**src/pkg/dps_regs.vh**
```
// Constants for the dual-slot power select serial control block
`ifndef DPS_REGS_VH
`define DPS_REGS_VH
`define DPS_WORD_W        9
`define DPS_BIT_PA0       0
`define DPS_BIT_PA1       1
`define DPS_BIT_CA_LO     2
`define DPS_BIT_CA_HI     3
`define DPS_BIT_PB0       4
`define DPS_BIT_PB1       5
`define DPS_BIT_CB0       6
`define DPS_BIT_CB1       7
`define DPS_BIT_RUN       8
`define DPS_WORD_RESET    9'h000
`define DPS_SYNC_STAGES   2
// Card supply states (3-bit code on outputs)
`define DPS_CS_HIZ        3'h0
`define DPS_CS_GND        3'h1
`define DPS_CS_3V3        3'h2
`define DPS_CS_5V         3'h3
// Program supply states
`define DPS_PS_HIZ        3'h0
`define DPS_PS_GND        3'h1
`define DPS_PS_CARD       3'h2
`define DPS_PS_12V        3'h3
`endif

```
**src/rtl/dps_sync.v**
```verilog
// Two-flop synchroniser for asynchronous inputs
`timescale 1ns/100ps
`default_nettype none
module dps_sync #(
    parameter WIDTH = 1
) (
    // Clock and reset
    input  wire             clk_sys,
    input  wire             rst,
    // Data
    input  wire [WIDTH-1:0] asyncIn,
    output reg  [WIDTH-1:0] syncOut
);
    reg [WIDTH-1:0] stage1;

    always @(posedge clk_sys) begin
        if (rst) begin
            stage1  <= {WIDTH{1'b0}};
            syncOut <= {WIDTH{1'b0}};
        end else begin
            stage1  <= asyncIn;
            syncOut <= stage1;
        end
    end
endmodule // dps_sync
`default_nettype wire

```
**src/rtl/dps_edge.v**
```verilog
// Rising edge detector on a synchronised level
`timescale 1ns/100ps
`default_nettype none
module dps_edge (
    // Clock and reset
    input  wire clk_sys,
    input  wire rst,
    // Level in, pulse out
    input  wire level,
    output wire rise
);
    reg last;

    always @(posedge clk_sys) begin
        if (rst) begin
            last <= 1'b0;
        end else begin
            last <= level;
        end
    end

    assign rise = level & ~last;
endmodule // dps_edge
`default_nettype wire

```
**src/rtl/dps_power_select.v**
```verilog
// Serial power select control: shift, latch and decode
`timescale 1ns/100ps
`default_nettype none
`include "dps_regs.vh"
module dps_power_select #(
    parameter WORD_W = `DPS_WORD_W
) (
    // Clock and reset
    input  wire       clk_sys,
    input  wire       rst,
    // Serial link from controller
    input  wire       serialData,
    input  wire       serialClock,
    input  wire       serialLatch,
    // Device pins
    input  wire       reset_n,
    input  wire       power_down_n,
    // Fault inputs, one per output: A card, A prog, B card, B prog
    input  wire [3:0] faultIn,
    // Decoded supply selections
    output reg  [2:0] slot_a_card_supply,
    output reg  [2:0] slot_b_card_supply,
    output reg  [2:0] slot_a_program_supply,
    output reg  [2:0] slot_b_program_supply,
    output reg        overcurrent_flag_n
);
    // Synchronised pins
    wire              clkS;
    wire              dataS;
    wire              latchS;
    wire              resetS_n;
    wire              pdS_n;
    wire [3:0]        faultS;
    // Link events
    wire              clkRise;
    wire              latchRise;
    // Shift and holding registers
    reg  [WORD_W-1:0] shiftWord;
    reg  [WORD_W-1:0] power_select_word;
    reg               grounded;
    // Fields of the holding register
    wire [1:0]        aProgCode;
    wire [1:0]        bProgCode;
    wire [1:0]        aCardCode;
    wire [1:0]        bCardCode;
    wire              runBit;
    wire              shutdown;
    wire              anyFault;
    // Next values of the registered outputs
    reg  [2:0]        next_aCard;
    reg  [2:0]        next_bCard;
    reg  [2:0]        next_aProg;
    reg  [2:0]        next_bProg;
    reg               next_flagN;

    // Every pin passes the same two stages, so data and clock stay aligned
    dps_sync #(
        .WIDTH (1)
    ) uSyncClk (
        .clk_sys (clk_sys),
        .rst     (rst),
        .asyncIn (serialClock),
        .syncOut (clkS)
    );

    dps_sync #(
        .WIDTH (1)
    ) uSyncD (
        .clk_sys (clk_sys),
        .rst     (rst),
        .asyncIn (serialData),
        .syncOut (dataS)
    );

    dps_sync #(
        .WIDTH (1)
    ) uSyncLatch (
        .clk_sys (clk_sys),
        .rst     (rst),
        .asyncIn (serialLatch),
        .syncOut (latchS)
    );

    dps_sync #(
        .WIDTH (1)
    ) uSyncRst (
        .clk_sys (clk_sys),
        .rst     (rst),
        .asyncIn (reset_n),
        .syncOut (resetS_n)
    );

    dps_sync #(
        .WIDTH (1)
    ) uSyncPd (
        .clk_sys (clk_sys),
        .rst     (rst),
        .asyncIn (power_down_n),
        .syncOut (pdS_n)
    );

    // Faults: A card, A prog, B card, B prog
    dps_sync #(
        .WIDTH (4)
    ) uSyncFault (
        .clk_sys (clk_sys),
        .rst     (rst),
        .asyncIn (faultIn),
        .syncOut (faultS)
    );

    // Edges of the synchronised link clock and latch
    dps_edge uClkEdge (
        .clk_sys (clk_sys),
        .rst     (rst),
        .level   (clkS),
        .rise    (clkRise)
    );

    dps_edge uLatchEdge (
        .clk_sys (clk_sys),
        .rst     (rst),
        .level   (latchS),
        .rise    (latchRise)
    );

    // Each pair except A card is read with its first-named bit as the high bit; A card takes its HI bit as the high bit
    assign aProgCode = {power_select_word[`DPS_BIT_PA0],
                        power_select_word[`DPS_BIT_PA1]};
    assign bProgCode = {power_select_word[`DPS_BIT_PB0],
                        power_select_word[`DPS_BIT_PB1]};
    assign aCardCode = {power_select_word[`DPS_BIT_CA_HI],
                        power_select_word[`DPS_BIT_CA_LO]};
    assign bCardCode = {power_select_word[`DPS_BIT_CB0],
                        power_select_word[`DPS_BIT_CB1]};
    assign runBit    = power_select_word[`DPS_BIT_RUN];

    // Pin shutdown acts at once; it is not latched into the word
    assign shutdown  = ~runBit | ~pdS_n;
    assign anyFault  = |faultS;

    // Card supply code: both 00 and 11 ground the output
    function [2:0] cardDecode;
        input [1:0] code;
        begin
            case (code)
                2'h1:    cardDecode = `DPS_CS_3V3;
                2'h2:    cardDecode = `DPS_CS_5V;
                default: cardDecode = `DPS_CS_GND;
            endcase
        end
    endfunction

    // Program supply code: 11 leaves the output open
    function [2:0] progDecode;
        input [1:0] code;
        begin
            case (code)
                2'h0:    progDecode = `DPS_PS_GND;
                2'h1:    progDecode = `DPS_PS_CARD;
                2'h2:    progDecode = `DPS_PS_12V;
                default: progDecode = `DPS_PS_HIZ;
            endcase
        end
    endfunction

    // Shift in; a longer stream pushes old bits out the top
    always @(posedge clk_sys) begin
        if (rst) begin
            shiftWord <= {WORD_W{1'b0}};
        end else if (clkRise) begin
            shiftWord <= {shiftWord[WORD_W-2:0], dataS};
        end
    end

    // First bit sent ends up in bit 8, last in bit 0
    always @(posedge clk_sys) begin
        if (rst) begin
            power_select_word <= `DPS_WORD_RESET;
        end else if (resetS_n && latchRise) begin
            power_select_word <= shiftWord;
        end
    end

    // A latch seen while the pin reset is low is dropped
    always @(posedge clk_sys) begin
        if (rst) begin
            grounded <= 1'b1;
        end else if (!resetS_n) begin
            grounded <= 1'b1;
        end else if (latchRise) begin
            grounded <= 1'b0;
        end
    end

    // Slot A card supply
    always @* begin
        next_aCard = cardDecode(aCardCode);
        if (grounded) begin
            next_aCard = `DPS_CS_GND;
        end else if (shutdown) begin
            next_aCard = `DPS_CS_HIZ;
        end
    end

    // Slot B card supply
    always @* begin
        next_bCard = cardDecode(bCardCode);
        if (grounded) begin
            next_bCard = `DPS_CS_GND;
        end else if (shutdown) begin
            next_bCard = `DPS_CS_HIZ;
        end
    end

    // Slot A program supply
    always @* begin
        next_aProg = progDecode(aProgCode);
        if (grounded) begin
            next_aProg = `DPS_PS_GND;
        end else if (shutdown) begin
            next_aProg = `DPS_PS_HIZ;
        end
    end

    // Slot B program supply
    always @* begin
        next_bProg = progDecode(bProgCode);
        if (grounded) begin
            next_bProg = `DPS_PS_GND;
        end else if (shutdown) begin
            next_bProg = `DPS_PS_HIZ;
        end
    end

    // Flag is low while any output reports a fault
    always @* begin
        next_flagN = ~anyFault;
    end

    // Slot A card supply output
    always @(posedge clk_sys) begin
        if (rst) begin
            slot_a_card_supply <= `DPS_CS_GND;
        end else begin
            slot_a_card_supply <= next_aCard;
        end
    end

    // Slot B card supply output
    always @(posedge clk_sys) begin
        if (rst) begin
            slot_b_card_supply <= `DPS_CS_GND;
        end else begin
            slot_b_card_supply <= next_bCard;
        end
    end

    // Slot A program supply output
    always @(posedge clk_sys) begin
        if (rst) begin
            slot_a_program_supply <= `DPS_PS_GND;
        end else begin
            slot_a_program_supply <= next_aProg;
        end
    end

    // Slot B program supply output
    always @(posedge clk_sys) begin
        if (rst) begin
            slot_b_program_supply <= `DPS_PS_GND;
        end else begin
            slot_b_program_supply <= next_bProg;
        end
    end

    // Overcurrent flag output
    always @(posedge clk_sys) begin
        if (rst) begin
            overcurrent_flag_n <= 1'b1;
        end else begin
            overcurrent_flag_n <= next_flagN;
        end
    end
endmodule // dps_power_select
`default_nettype wire

```
**config.mk**
```make
export PLATFORM = sky130hd
export DESIGN_NAME = dps_power_select
export DESIGN_NICKNAME = d
export VERILOG_FILES = /design/src/rtl/dps_sync.v /design/src/rtl/dps_edge.v /design/src/rtl/dps_power_select.v
export VERILOG_INCLUDE_DIRS = /design/src /design/src/pkg
export SDC_FILE = /design/constraint.sdc
export NUM_CORES = 1
export LEC_CHECK = 0
export BUFFER_PORTS_ARGS = -buffer_cell sky130_fd_sc_hd__buf_2
export CORE_MARGIN = 2
export CORE_UTILIZATION = 40
export CTS_CLUSTER_DIAMETER = 50
export DETAILED_ROUTE_END_ITERATION = 10
export GPL_ROUTABILITY_DRIVEN = 0
export PLACE_DENSITY = 0.64
export SLEW_MARGIN = 5
export SYNTH_ARGS = -nofsm -noshare
export SYNTH_HDL_FRONTEND = slang
export SYNTH_SLANG_ARGS = --single-unit
```
**constraint.sdc**
```tcl
create_clock -name clk_sys -period 1.35 [get_ports clk_sys]
set_input_delay 0.135 -clock clk_sys [delete_from_list [all_inputs] [get_ports clk_sys]]
set_output_delay 0.135 -clock clk_sys [all_outputs]
set_load 0.05 [all_outputs]
```
After elaboration in Yosys (flattened, before gate mapping)
Index checks and enable logic that the tools add are counted.
- equal/unequal tests: 8
- mux-type cells: 8
- bitwise gates (word level): 9
- reductions and logical operators: 7
- operators with widths (cell ; number):
    2-bit case mux with 3 select lines ; 2
    2-bit by 1-bit == test with 1-bit output, second input constant ; 4
    2-bit == test, second input constant ; 4
    2-bit case mux with 2 select lines ; 2
    1-bit inverter ; 6
    2-bit logical NOT ; 2
    1-bit 2-to-1 mux ; 4
    2-bit OR reduction ; 2
    4-bit OR reduction ; 1
    3-bit OR reduction ; 1
    1-bit bitwise AND ; 2
    1-bit logical AND ; 1
    1-bit OR ; 1
- bits in registers: 48
- input port bits: 11
- output and inout bits: 13
- logic and storage cells: 58

Logic depth before layout (Yosys ltp)
- depth in word-level cells: 3
- depth in mapped cells: 4
- gate-level depth less buffers: 4

Modules after synthesis
Synthesis repeated with hierarchy kept, for this count alone.
- cells, all modules: 157
- area, all modules: 1851.8 um^2
- modules (own cells, without submodules) (module ; times used ; cells an instance ; area an instance (um^2) ; sequential area each (um^2)):
    dps_power_select ; 1 ; 115 ; 1283.7 ; 560.5
    dps_sync (uSyncClk ...) ; 5 ; 4 ; 52.6 ; 40.0
    dps_sync (uSyncFault) ; 1 ; 16 ; 210.2 ; 160.2
    dps_edge ; 2 ; 3 ; 47.5 ; 20.0

Least setup slack after synthesis
No wires, ideal clock.
- kind: reg-to-reg
- from: reg power_select_word[0]
- to: reg slot_a_program_supply[1]
- library setup time: 115 ps
- data arrival time: 782 ps
- required time: 1235 ps
- path slack: 453 ps
- cell stages (with the launch flop): 4
- path buffers: 0
- period minus slack after synthesis: 897 ps
- path through: dfxtp_1 -> inv_1 -> ha_1 -> and2_1
- longest elaborated chain between the ends: 2
- elaborated cells between the ends (all ways): 4
- those cells by class: 2 x eq/ne; 1 x mux; 1 x reduce/logical
- ends and longest elaborated chain (item ; line ; RTL):
    start: declaration ; dps_power_select.v:39 ; reg [WORD_W-1:0] power_select_word;
    start signal: assignment ; dps_power_select.v:179 ; power_select_word <= `DPS_WORD_RESET;
    start signal: assignment ; dps_power_select.v:181 ; power_select_word <= shiftWord;
    2-bit == test, or another cell as far along ; dps_power_select.v:158 ; case (code)
    2-bit case mux with 3 select lines (*) ; dps_power_select.v:158 ;
    end signal: assignment ; dps_power_select.v:262 ; slot_a_program_supply <= `DPS_PS_GND;
    end signal: assignment ; dps_power_select.v:264 ; slot_a_program_supply <= next_aProg;
    end: declaration ; dps_power_select.v:23 ; output reg [2:0] slot_a_program_supply,
Mark *: on every way between the ends. The rest lies on a longest branch, timed or not.
A chain may end at the register's enable or synchronous reset.

Worst setup path after layout
- from: reg uLatchEdge.last
- to: reg power_select_word[1]
- longest elaborated chain between the ends: 3
- ends and longest elaborated chain (item ; line ; RTL):
    start: declaration ; dps_edge.v:12 ; reg last;
    start signal: assignment ; dps_edge.v:18 ; last <= level;
    1-bit inverter ; dps_edge.v:22 ; assign rise = level & ~last;
    1-bit bitwise AND ; dps_edge.v:22 ;
    1-bit logical AND ; dps_power_select.v:180 ; end else if (resetS_n && latchRise) begin
Every way passes these cells.

==> metrics.md <==
| Metric | Value |
|---|---|
| Crit Path Max Fanout | `9` |
| H-tree levels | `2` |
| Final Hold Vio Count | `0` |
| Cell Area, Synth | `roughly 1700 um^2` |
| Clock sinks | `48` |
| Initial Utilization | `41.8%` |
| PD cells | `1290 nW/um^2` |
| Number of vias per cell | `between 4 and 5` |
| DRC errors left | `0` |
| Synth top area share | `57.4%` |
| Post-CTS resize count | `0` |
| Clock Skew | `between 0.003 and 0.004 ns` |
| Worst setup EP type | `flop` |
| Synthesized flop and latch total | `48` |
| CTS root buffer | `clkbuf_8` |
| Vias in the first global route | `around 1.1k` |
| Number of synthesis warnings | `0` |
| Clock-pin slew on the worst setup and hold paths | `0.08 ns` |
| Crit Path Category | `flop to flop` |
| Horiz. Die Dim | `between 60 and 70 um` |
| # IOs | `24` |
| Most common cell in the netlist | `dfxtp_1` |
| HPWL after detailed placement | `1740 um` |
| Fmax | `987 MHz` |
| Post-layout util | `46.9%` |
| Hold Crit Class | `primary input to flop` |
| Post-synthesis sequential area ratio | `a little under three fifths` |
| Critical Path Start | `uLatchEdge.last` |
| Setup bufs post-CTS | `0` |
| Post-synth EDFFs | `0` |
| Max Cap Viol | `0` |
| Synth area leader | `dfxtp_1` |
| Final min period | `about 1.0 ns` |
| Cell count of the worst hold path | `2` |
| CP peak stage delay | `0.32 ns` |
| Core area | `4000 um^2` |
| End of the critical path | `power_select_word[1]` |
| Layout cells sized above 1 | `19.8%` |
| Nets@finish | `210` |
| Worst hold start | `power_down_n` |
| Syn avg cell area | `9.78 um^2` |
| Maximum VDD drop | `0.819 mV` |
| Vias | `1071` |
| Fin crit share | `between 70% and 80%` |
| Final WL | `~2400 um` |
| WP buf/inv | `0` |
| Initial antenna violation count | `0` |
| Ys async rst share | `0%` |
| Ranking of synthesized cells by area | `dfxtp_1 (57%), nand2_1 (8.3%), nor2b_1 (7.5%)` |
| RSZ-0062 raised after global routing | `false` |
| Leak | `0.711 nW` |
| Die span in y | `between 60 and 70 um` |
| First-pass GRT wire length | `4400 um` |
| Largest net degree at the start of global routing | `40` |
| Average wire per standard cell | `9.88 um` |
| CP startpoint kind | `flop` |
| Final Max Tran Viols | `0` |
| CTS buffer count | `5` |
| Initial DRC count | `43` |
| Reg2reg start | `uLatchEdge.last` |
| CP max-delay cell | `dfxtp_1` |
| Worst-skew pair later-pin latency | `0.30 ns` |
| Sw Share | `between 20 and 25%` |
| Clock power frac | `35.9%` |
| Final TNS setup | `0 ns` |
| Setup violators final | `0` |
| RR Endpoint | `power_select_word[1]` |
| Internal power | `1.89 mW` |
| Post-synth top cells | `dfxtp_1 (48), nand2_1 (37), nor2b_1 (20)` |
| Crit path max-delay family | `simple AND/OR/NAND/NOR gates` |
| Synth-to-Final Area Change | `12.1%` |
| Ys flop type | `dfxtp_1` |
| Cells after Synth | `171` |
| GRT overflow | `0` |
| Number of cells on the critical path | `3` |
| Crit path cell chain | `nand3b_1, nand2_1, a21oi_2` |
| CTS Hold Bufs | `0` |
| Clock buffer depth | `2` |
| Netlist cell types | `22` |
| DRT antenna net count | `0` |
| Core Rows | `23` |
| Reg2Reg Depth | `3` |
| IO buf count | `19` |
| DRT Pass-1 Iters | `4` |
| Die area | `4720 um^2` |
| CP arrival | `between 1 and 1.5 ns` |
| FF-to-FF setup slack | `0.34 ns` |
| CTS tree | `yes` |
| WP data required | `1.53 ns` |
| Run status | `finished clean` |
| GRT Total Usage | `12.9%` |
| Antenna cells | `0` |
| Sw Pwr | `0.538 mW` |
| Power share of the combinational group | `4.2%` |
| Sequential share of power | `about three fifths` |
cell usage in the layout, fill, tap and decap left out, drive strengths merged, types with 3 or more instances in the layout:
cell type	n
ha	8
dfxtp	48
a21oi	18
conb	4
buf	21
clkbuf	6
o21ai	3
inv	8
nor2	6
nand2	37
nor2b	20
registers in the layout, indices dropped and copies added, names as in the netlist, 2 cells and up:
| register | cells |
|---|---|
| shiftWord | 9 |
| slot_a_program_supply | 2 |
| uSyncFault.syncOut | 4 |
| slot_a_card_supply | 2 |
| slot_b_program_supply | 2 |
| slot_b_card_supply | 2 |
| power_select_word | 9 |
| uSyncFault.stage1 | 4 |
cell type report:
cell class / instances / area (um^2)
flip-flops and latches: 48 / 961
clock buffers: 6 / 82.6
multi-input cells: 107 / 614
repair buffers: 21 / 110
well taps: 50 / 62.6
inverters: 8 / 30.0
fillers: 384 / 2120
clock inverters: 2 / 15.0
metal layers:
| metal | global-route usage (%) | vias to the layer above | routed length [um] |
|---|---|---|---|
| met4 | 8.25 | 0 | 65 |
| met1 | 13.8 | 467 | 1050 |
| met5 | 0 | - | 0 |
| met3 | 4.38 | 8 | 153 |
| li1 | - | 569 | - |
| met2 | 21.8 | 27 | 1120 |
cell families (layout without fill, tap and decap cells):
kind of cell,count (synthesis),in the layout,synth area share [%]
fa+ha+maj,8,8,5.98
simple gates,71,71,20.1
flops,48,48,57.4
other cells,1,4,0.224
compound gates,24,24,9.72
buf+inv,19,37,6.51
worst min-delay path by stage:
stage / end / slack (ns)
floorplan: uSyncClk.stage1 / 0.26
global placement: uSyncLatch.stage1 / 0.34
detailed placement: uSyncFault.stage1[3] / 0.35
CTS: uSyncPd.stage1 / 0.03
global route: uSyncRst.stage1 / 0.03
finish: uSyncPd.stage1 / 0.04
through the flow:
stage	cell area, um^2	power (mW)	worst slack, ns	hold WS, ns	instances
global route	1880	2.54	0.216	0.0303	242
global placement	1780	1.59	0.396	0.344	234
CTS	1880	2.46	0.317	0.0315	242
detailed placement	1780	1.59	0.334	0.347	234
finish	1880	2.43	0.336	0.0376	242
floorplan	1680	1.58	0.453	0.263	174
power by group through the flow:
stage | clock (mW) | sequential, mW | combinational [mW]
finish | 0.873 | 1.45 | 0.103
global route | 0.970 | 1.46 | 0.114
CTS | 0.900 | 1.45 | 0.104
detailed placement | 0 | 1.49 | 0.104
global placement | 0 | 1.49 | 0.102
floorplan | 0 | 1.49 | 0.0852
Power figures use the tool's default switching activity.
